File: src/design/flpk_pkg.sv
// constants, codes and state layout of the flash lock and status logic
// assumes one 100 MHz clock and a command port in the system clock domain
package flpk_pkg;
    localparam int ADDR_W = 20;
    localparam int BLK_W = 4;
    localparam int NUM_BLOCKS = 16;
    localparam int BLK_SHIFT = 12;
    localparam logic [7:0] CMD_READ_ARRAY = 8'hFF;
    localparam logic [7:0] CMD_READ_STATUS = 8'h70;
    localparam logic [7:0] CMD_CLEAR_STATUS = 8'h50;
    localparam logic [7:0] CMD_PROGRAM = 8'h40;
    localparam logic [7:0] CMD_BLOCK_ERASE = 8'h20;
    localparam logic [7:0] CMD_LOCK_PROGRAM = 8'h77;
    localparam logic [7:0] CMD_LOCK_STATUS = 8'h71;
    localparam logic [7:0] CMD_CONFIRM = 8'hD0;
    localparam int SR_READY_POS = 7;
    localparam int SR_ERASE_POS = 5;
    localparam int SR_PROG_POS = 4;
    localparam logic [7:0] BOOT_HI_BYTE = 8'hFF;
    localparam logic [NUM_BLOCKS-1:0] LOCK_RESET = '1;
    localparam logic LCD_RESET = 1'b0;

    typedef enum logic [1:0] {
        FLPK_IDLE = 2'b00,
        FLPK_SECOND = 2'b01,
        FLPK_BUSY = 2'b11,
        FLPK_LSTAT = 2'b10
    } flpk_state_t;

    typedef enum logic {FLPK_RD_ARRAY = 1'b0, FLPK_RD_STATUS = 1'b1} flpk_rmode_t;

    typedef enum logic [1:0] {
        FLPK_OP_PROGRAM = 2'b00,
        FLPK_OP_ERASE = 2'b01,
        FLPK_OP_LOCK = 2'b10
    } flpk_op_t;

    typedef struct packed {
        logic valid;
        logic write;
        logic [ADDR_W-1:0] addr;
        logic [15:0] wdata;
    } flpk_cmd_t;

    typedef struct packed {
        flpk_state_t st;
        flpk_rmode_t rmode;
        logic [7:0] first_code;
        logic [ADDR_W-1:0] first_addr;
        flpk_op_t op_kind;
        logic [BLK_W-1:0] op_blk;
        logic [ADDR_W-1:0] op_addr;
        logic [15:0] op_wdata;
        logic op_start;
        logic lock_check_disable;
        logic prog_err;
        logic erase_err;
        logic [NUM_BLOCKS-1:0] lock_bits;
        logic lock_result;
        logic [15:0] rd_data;
        logic rd_valid;
        logic boot_fault;
    } flpk_regs_t;
endpackage : flpk_pkg

File: src/design/flpk_lock_status.sv
// lock bits, status byte and command gating of the flash sequencer
// assumes an external engine runs program and erase and answers done/fail;
// array read data arrives combinationally for the current command address
`timescale 1ns/1ns
module flpk_lock_status (
    input wire logic clk,
    input wire logic rst,
    input wire flpk_pkg::flpk_cmd_t cmd,
    input wire logic [15:0] array_rdata,
    input wire logic erase_write_mode_zero,
    input wire logic ctrl_we,
    input wire logic ctrl_lock_check_disable,
    input wire logic op_done,
    input wire logic op_fail,
    input wire logic program_mode_strap,
    input wire logic serial_sub_mode2,
    input wire logic reset_pin_n,
    input wire logic boot_check_status,
    input wire logic parallel_mode,
    output logic [15:0] rd_data,
    output logic rd_valid,
    output logic op_start,
    output flpk_pkg::flpk_op_t op_kind,
    output logic [flpk_pkg::BLK_W-1:0] op_block,
    output logic [flpk_pkg::ADDR_W-1:0] op_addr,
    output logic [15:0] op_wdata,
    output logic seq_ready_flag,
    output logic program_error_flag,
    output logic erase_error_flag,
    output logic lock_check_disable,
    output logic lock_state_result,
    output logic [7:0] flash_status_byte,
    output logic busy_pin_out,
    output logic serial_data_out_pin_pullup_en,
    output logic boot_area_fault
);
    flpk_pkg::flpk_regs_t s;
    flpk_pkg::flpk_regs_t next_s;

    function automatic logic [flpk_pkg::BLK_W-1:0] blk_of(input logic [flpk_pkg::ADDR_W-1:0] a);
        blk_of = a[flpk_pkg::BLK_SHIFT +: flpk_pkg::BLK_W];
    endfunction : blk_of

    // ************************************************************
    // status byte and flags
    // ************************************************************
    // ready from state
    assign seq_ready_flag = (s.st != flpk_pkg::FLPK_BUSY) && (s.st != flpk_pkg::FLPK_LSTAT);
    assign program_error_flag = s.prog_err;
    assign erase_error_flag = s.erase_err;
    assign lock_check_disable = s.lock_check_disable;
    assign lock_state_result = s.lock_result;
    always_comb begin
        flash_status_byte = 8'h00;
        flash_status_byte[flpk_pkg::SR_READY_POS] = seq_ready_flag;
        flash_status_byte[flpk_pkg::SR_ERASE_POS] = s.erase_err;
        flash_status_byte[flpk_pkg::SR_PROG_POS] = s.prog_err;
    end
    assign rd_data = s.rd_data;
    assign rd_valid = s.rd_valid;
    assign op_start = s.op_start;
    assign op_kind = s.op_kind;
    assign op_block = s.op_blk;
    assign op_addr = s.op_addr;
    assign op_wdata = s.op_wdata;
    assign boot_area_fault = s.boot_fault;

    // ************************************************************
    // serial programming pins
    // ************************************************************
    // busy pin per sub-mode
    assign busy_pin_out = serial_sub_mode2 ? boot_check_status : !seq_ready_flag;
    assign serial_data_out_pin_pullup_en = program_mode_strap && !reset_pin_n;

    // ************************************************************
    // command sequencer
    // ************************************************************
    always_comb begin
        logic wr;
        logic rd;
        logic [flpk_pkg::BLK_W-1:0] blk;
        logic [7:0] code;
        logic locked;
        logic any_err;
        wr = cmd.valid && cmd.write;
        rd = cmd.valid && !cmd.write;
        blk = blk_of(cmd.addr);
        code = cmd.wdata[7:0];
        // lock honoured only when checking enabled
        locked = !s.lock_bits[blk] && !s.lock_check_disable;
        any_err = s.prog_err || s.erase_err;
        next_s = s;
        next_s.op_start = 1'b0;
        next_s.rd_valid = 1'b0;
        next_s.boot_fault = 1'b0;
        if (ctrl_we) begin
            next_s.lock_check_disable = ctrl_lock_check_disable;
        end
        // parallel mode flags any access outside the boot area
        if (parallel_mode && cmd.valid && cmd.addr[flpk_pkg::ADDR_W-1 -: 8] != flpk_pkg::BOOT_HI_BYTE) begin
            next_s.boot_fault = 1'b1;
        end
        if (rd) begin
            next_s.rd_valid = 1'b1;
            if (erase_write_mode_zero && s.rmode == flpk_pkg::FLPK_RD_STATUS && !cmd.addr[0]) begin
                next_s.rd_data = {8'h00, flash_status_byte};
            end else begin
                next_s.rd_data = array_rdata;
            end
        end
        case (s.st)
            flpk_pkg::FLPK_IDLE: begin
                if (wr) begin
                    case (code)
                        flpk_pkg::CMD_READ_ARRAY: begin
                            next_s.rmode = flpk_pkg::FLPK_RD_ARRAY;
                        end
                        flpk_pkg::CMD_READ_STATUS: begin
                            next_s.rmode = flpk_pkg::FLPK_RD_STATUS;
                        end
                        flpk_pkg::CMD_CLEAR_STATUS: begin
                            next_s.prog_err = 1'b0;
                            next_s.erase_err = 1'b0;
                        end
                        flpk_pkg::CMD_PROGRAM, flpk_pkg::CMD_BLOCK_ERASE, flpk_pkg::CMD_LOCK_PROGRAM: begin
                            if (!any_err) begin
                                next_s.first_code = code;
                                next_s.first_addr = cmd.addr;
                                next_s.st = flpk_pkg::FLPK_SECOND;
                            end
                        end
                        flpk_pkg::CMD_LOCK_STATUS: begin
                            next_s.first_code = code;
                            next_s.first_addr = cmd.addr;
                            next_s.st = flpk_pkg::FLPK_SECOND;
                        end
                        default: begin
                            next_s.prog_err = 1'b1;
                            next_s.erase_err = 1'b1;
                        end
                    endcase
                end
            end
            flpk_pkg::FLPK_SECOND: begin
                if (wr) begin
                    next_s.st = flpk_pkg::FLPK_IDLE;
                    if (s.first_code == flpk_pkg::CMD_PROGRAM) begin
                        if (cmd.addr == s.first_addr) begin
                            next_s.rmode = flpk_pkg::FLPK_RD_STATUS;
                            if (locked) begin
                                next_s.prog_err = 1'b1;
                                next_s.erase_err = 1'b0;
                            end else begin
                                next_s.op_start = 1'b1;
                                next_s.op_kind = flpk_pkg::FLPK_OP_PROGRAM;
                                next_s.op_blk = blk;
                                next_s.op_addr = cmd.addr;
                                next_s.op_wdata = cmd.wdata;
                                next_s.st = flpk_pkg::FLPK_BUSY;
                            end
                        end else begin
                            next_s.prog_err = 1'b1;
                            next_s.erase_err = 1'b1;
                        end
                    end else if (code == flpk_pkg::CMD_READ_ARRAY && s.first_code != flpk_pkg::CMD_LOCK_STATUS) begin
                        next_s.rmode = flpk_pkg::FLPK_RD_ARRAY;
                    end else if (code == flpk_pkg::CMD_CONFIRM) begin
                        next_s.op_blk = blk;
                        next_s.op_addr = cmd.addr;
                        if (s.first_code == flpk_pkg::CMD_LOCK_STATUS) begin
                            next_s.st = flpk_pkg::FLPK_LSTAT;
                        end else if (s.first_code == flpk_pkg::CMD_BLOCK_ERASE) begin
                            next_s.rmode = flpk_pkg::FLPK_RD_STATUS;
                            if (locked) begin
                                next_s.erase_err = 1'b1;
                                next_s.prog_err = 1'b0;
                            end else begin
                                next_s.op_start = 1'b1;
                                next_s.op_kind = flpk_pkg::FLPK_OP_ERASE;
                                next_s.st = flpk_pkg::FLPK_BUSY;
                            end
                        end else begin
                            next_s.rmode = flpk_pkg::FLPK_RD_STATUS;
                            next_s.op_start = 1'b1;
                            next_s.op_kind = flpk_pkg::FLPK_OP_LOCK;
                            next_s.st = flpk_pkg::FLPK_BUSY;
                        end
                    end else begin
                        next_s.prog_err = 1'b1;
                        next_s.erase_err = 1'b1;
                    end
                end
            end
            flpk_pkg::FLPK_BUSY: begin
                // writes during an operation are ignored
                if (op_done) begin
                    next_s.st = flpk_pkg::FLPK_IDLE;
                    if (op_fail && !s.lock_check_disable) begin
                        if (s.op_kind == flpk_pkg::FLPK_OP_ERASE) begin
                            next_s.erase_err = 1'b1;
                            next_s.prog_err = 1'b0;
                        end else begin
                            next_s.prog_err = 1'b1;
                            next_s.erase_err = 1'b0;
                        end
                    end
                    if (!op_fail) begin
                        if (s.op_kind == flpk_pkg::FLPK_OP_ERASE) begin
                            next_s.lock_bits[s.op_blk] = 1'b1;
                        end else if (s.op_kind == flpk_pkg::FLPK_OP_LOCK) begin
                            next_s.lock_bits[s.op_blk] = 1'b0;
                        end
                    end
                end
            end
            flpk_pkg::FLPK_LSTAT: begin
                next_s.lock_result = s.lock_bits[s.op_blk];
                next_s.st = flpk_pkg::FLPK_IDLE;
            end
            default: begin
                next_s.st = flpk_pkg::FLPK_IDLE;
            end
        endcase
    end

    always_ff @(posedge clk or posedge rst) begin
        if (rst) begin
            s <= '0;
            s.st <= flpk_pkg::FLPK_IDLE;
            s.lock_check_disable <= flpk_pkg::LCD_RESET;
            s.lock_bits <= flpk_pkg::LOCK_RESET;
        end else begin
            s <= next_s;
        end
    end

    logic wr_c;
    assign wr_c = cmd.valid && cmd.write;
endmodule : flpk_lock_status

File: config.mk
export PLATFORM = sky130hd
export DESIGN_NAME = flpk_lock_status
export DESIGN_NICKNAME = d
export VERILOG_FILES = /design/src/design/flpk_pkg.sv /design/src/design/flpk_lock_status.sv
export SDC_FILE = /design/constraint.sdc
export NUM_CORES = 1
export LEC_CHECK = 0
export CORE_UTILIZATION = 60
export CTS_BUF_LIST = sky130_fd_sc_hd__clkbuf_4 sky130_fd_sc_hd__clkbuf_8
export CTS_CLUSTER_DIAMETER = 60
export DETAILED_ROUTE_END_ITERATION = 8
export DONT_BUFFER_PORTS = 1
export GPL_TIMING_DRIVEN = 0
export HOLD_SLACK_MARGIN = 0.05
export PLACE_DENSITY = 0.76
export SYNTH_ARGS = -nofsm -noshare
export SYNTH_HDL_FRONTEND = slang
export SYNTH_SLANG_ARGS = --single-unit
File: constraint.sdc
create_clock -name clk -period 3.7 [get_ports clk]
set_input_delay 0.185 -clock clk [delete_from_list [all_inputs] [get_ports clk]]
set_output_delay 0.185 -clock clk [all_outputs]
set_load 0.02 [all_outputs]
==> results.sh <==
export IMPL_avgSynthCellArea_um2=11.2
export IMPL_finalSetupViolCount=0
export IMPL_worst_setup_hold_path_clk_slew_ps=110
export IMPL_worst_path_max_fanout=6
export IMPL_synth_lib_cells_used_distinct=59
export IMPL_fin_area_um2=6780
export IMPL_rows=35
export IMPL_place_hpwl_mm=8.62
export IMPL_crit_path_cell_trace="mux4_2 > o211ai_1 > nand2_1 > a22oi_1 > o22ai_1 > dlygate4sd3_1"
export IMPL_grt_pass1_vias=4135
export IMPL_worstMarginPinSlew_ps=659
export IMPL_maxSlewHeadroom_pct=55.6
export IMPL_timing_hold_worst_class="in -> reg"
export IMPL_synth_async_sr_flop_share_pct=100
export IMPL_final_net_count=658
export IMPL_dpl_cell_area_um2=6060
export IMPL_crit_path_max_incr_delay_ps=550
export IMPL_tritoncts="built"
export IMPL_synth_compound_gate_area_share_pct=5.92
export IMPL_die_h_um=101
export IMPL_fillCellCount=666
export IMPL_final_instance_count_excl_fill=725
export IMPL_timing_critical_path_from_type="register"
export IMPL_multi_input_comb_area_um2=2490
export IMPL_cts_max_level=3
export IMPL_total_routing_usage_gr_pct=26.4
export IMPL_grt_start_max_net_pins=68
export IMPL_power_density_nw_per_um2=323
export IMPL_synth_xor_area_share_pct=3.29
export IMPL_maximum_clock_rate_mhz=384
export IMPL_status="finished, final reports clean"
export IMPL_report_final_slew_viol_count=0
export IMPL_critPathSlowestCell="sky130_fd_sc_hd__dlygate4sd3_1"
export IMPL_time_the_worst_path_needs_with_i_o_delays_and_setup_ps=2600
export IMPL_post_synth_instance_area_um2=5850
export IMPL_num_vias=4100
export IMPL_synth_edf_count=0
export IMPL_clk_insertion_delay_late_ps=380
export IMPL_seq_area_um2=2720
export IMPL_ios=142
export IMPL_insertedDiodeCount=0
export IMPL_grt_first_pass_wirelength_mm=20.6
export IMPL_placement_io_buffers=0
export IMPL_ant_nets=0
export IMPL_numCtsBuffers=9
export IMPL_arrival_ps=2870
export IMPL_globalRouteOverflowTotal=0
export IMPL_seq_area_frac_synth_pct=46.5
export IMPL_basic_gate_share_of_the_synthesized_area_counting_and_or_nand_and_nor_cells_pct=12.8
export IMPL_drt_wl_total_mm=12.8
export IMPL_gp_congestion=0.872
export IMPL_antenna_violations_before_repair=0
export IMPL_synth_mux_area_share_pct=19.9
export IMPL_drt_wirelength_per_cell_um=17.7
export IMPL_finClkSkew_ps=12.9
export IMPL_drt_iter0_drc=216
export IMPL_synthCells=522
export IMPL_floorplan_initialDensity_pct=62.7
export IMPL_route_detailed_drc=0
export IMPL_ys_warnings_count=0
export IMPL_required_ps=3960
export IMPL_postLayoutCoreUtil_pct=72.7
export IMPL_drv_max_cap_violation_count=0
export IMPL_synth_top_flop_cell="sky130_fd_sc_hd__dfrtp_1"
export IMPL_count_of_endpoints_failing_hold_in_the_final_timing_report=0
export IMPL_die_area_um2=10200
export IMPL_grt_setup_unrepaired="false"
export IMPL_area_delta_synth_final_pct=15.8
export IMPL_leakagePower_nw=3.25
export IMPL_vias_per_cell=5.66
export IMPL_cts_resized=0
export IMPL_detailedRoute_firstPassIterationCount=5
export IMPL_clk_path_buf_depth=2
export IMPL_finalHoldWorstSlack_ps=92.2
export IMPL_timing_setup_critical_path_class="reg -> reg"
export IMPL_dominant_combinational_cell_family_by_area_after_synthesis="multiplexers"
export IMPL_cts_root_buf="sky130_fd_sc_hd__clkbuf_8"
export IMPL_floorplan_core_area_um2=9330
export IMPL_width_of_the_chip_um=101
export IMPL_vdd_drop_max_mv=0.202
export IMPL_synth_fa_ha_area_share_pct=0.214
export IMPL_dp_cells=656
export IMPL_clkSinkCount=108
export IMPL_yosys_register_bits=108
export IMPL_min_period_over_period_pct=70.4
export IMPL_crit_path_end_kind="register"
export IMPL_layout_drive_gt1_share_pct=34.7
[through the flow]
step	power, W	TNS (ps)	setup WS [ps]
floorplan	0.00142	0	696
global placement	0.00145	-27970	-309
detailed placement	0.00146	0	1180
CTS	0.00220	0	1130
global route	0.00228	0	1010
finish	0.00219	0	1100
[worst max-delay path: cells and delay by family (launching register included)]
kind	cells	cell delay [ps]
buffers and inverters	1	550
DFF	1	400
and+or+nand+nor	1	260
AOI/OAI and AO/OA	3	840
muxes	1	460
[synth_stat cells, drive strengths merged, types with 2 or more instances]
master	count	area, µm²
inv	8	30.0
nor4b	2	23.8
or4	2	15.0
nand3	18	90.1
nor2b	4	25.0
nand4	3	18.8
o31ai	3	22.5
clkbuf	11	41.3
mux2	82	950
a22oi	2	15.0
nor4	8	71.3
a21oi	3	15.0
and3	4	25.0
or3	3	23.8
and4	2	17.5
nor3	13	75.1
o211ai	4	30.0
buf	77	587
mux4	6	135
nand2	51	194
nand3b	3	22.5
xnor2	2	17.5
dfrtp	92	2300
xor2	20	175
nor2	28	105
mux2i	8	80.1
dfstp	16	420
nand2b	4	25.0
o21ai	23	115
and2	3	18.8
o22ai	2	12.5
[worst paths after layout]
kind,slack [ps],startpoint,end,cells after the start
worst max-delay path,1100,register,s[111]$_DFFE_PP0P_,6
worst min-delay path,90,cmd[1],op_wdata[1]$_DFFE_PP0P_,2
worst max register to register,1100,register,s[111]$_DFFE_PP0P_,6
worst min register to register,490,rd_data[6]$_DFFE_PP0P_,rd_data[6]$_DFFE_PP0P_,2
max in group asynchronous,2620,rst,async pin,3
min in group asynchronous,340,rst,rd_valid$_DFF_PP0_,2
[where the power goes]
| group | total [W] | internal, W | switching (W) |
|---|---|---|---|
| logic | 0.000249 | 0.000116 | 0.000133 |
| clock network | 0.000702 | 0.000263 | 0.000438 |
| registers | 0.00124 | 0.00121 | 0.0000238 |
| total | 0.00219 | 0.00159 | 0.000595 |
[cells in the final DEF, fill, tap and decap left out, drive strengths merged, types with 5 or more instances in the layout]
| cell type | synthesis | routed |
|---|---|---|
| nor2 | 28 | 28 |
| mux2i | 8 | 8 |
| nand3 | 18 | 18 |
| mux2 | 82 | 82 |
| inv | 8 | 12 |
| nand2 | 51 | 51 |
| mux4 | 6 | 6 |
| dfrtp | 92 | 92 |
| nor3 | 13 | 13 |
| buf | 77 | 78 |
| nor4 | 8 | 8 |
| xor2 | 20 | 20 |
| dfstp | 16 | 16 |
| o21ai | 23 | 23 |
| clkbuf | 11 | 20 |
| conb | 1 | 5 |
| dlygate4sd3 | 0 | 53 |
[repair_timing]
item | 4_1_cts | 5_1_grt
hold buffers | 53 | 0
endpoints found under the hold margin | 111 | 0
buffers inserted | 0 | 0
endpoints found under the setup margin | 0 | 0
[layout make-up]
class | instances | share of cell area (%)
Sequential cell | 108 | 40.2
Clock inverter | 7 | 0.960
Buffer | 88 | 9.27
Tap cell | 129 | 2.38
Timing Repair Buffer | 54 | 8.23
Clock buffer | 9 | 1.83
Multi-Input combinational cell | 322 | 36.7
Inverter | 8 | 0.480
[layer usage]
layer  track usage (%)  vias up  share of wire [%]
li1                  -     1890                  -
met1              33.3     2027                 42
met2              45.7      156                 51
met3              5.13       27                5.3
met4              9.03        0                2.5
met5                 0        -                  0
[cells by family after synthesis]
group	after synthesis
simple gates	148
flops	108
mux	96
buf+inv	96
compound gates	50
xor+xnor	22
fa+ha+maj	1
other cells	1
(Power assumes the default switching activity.)
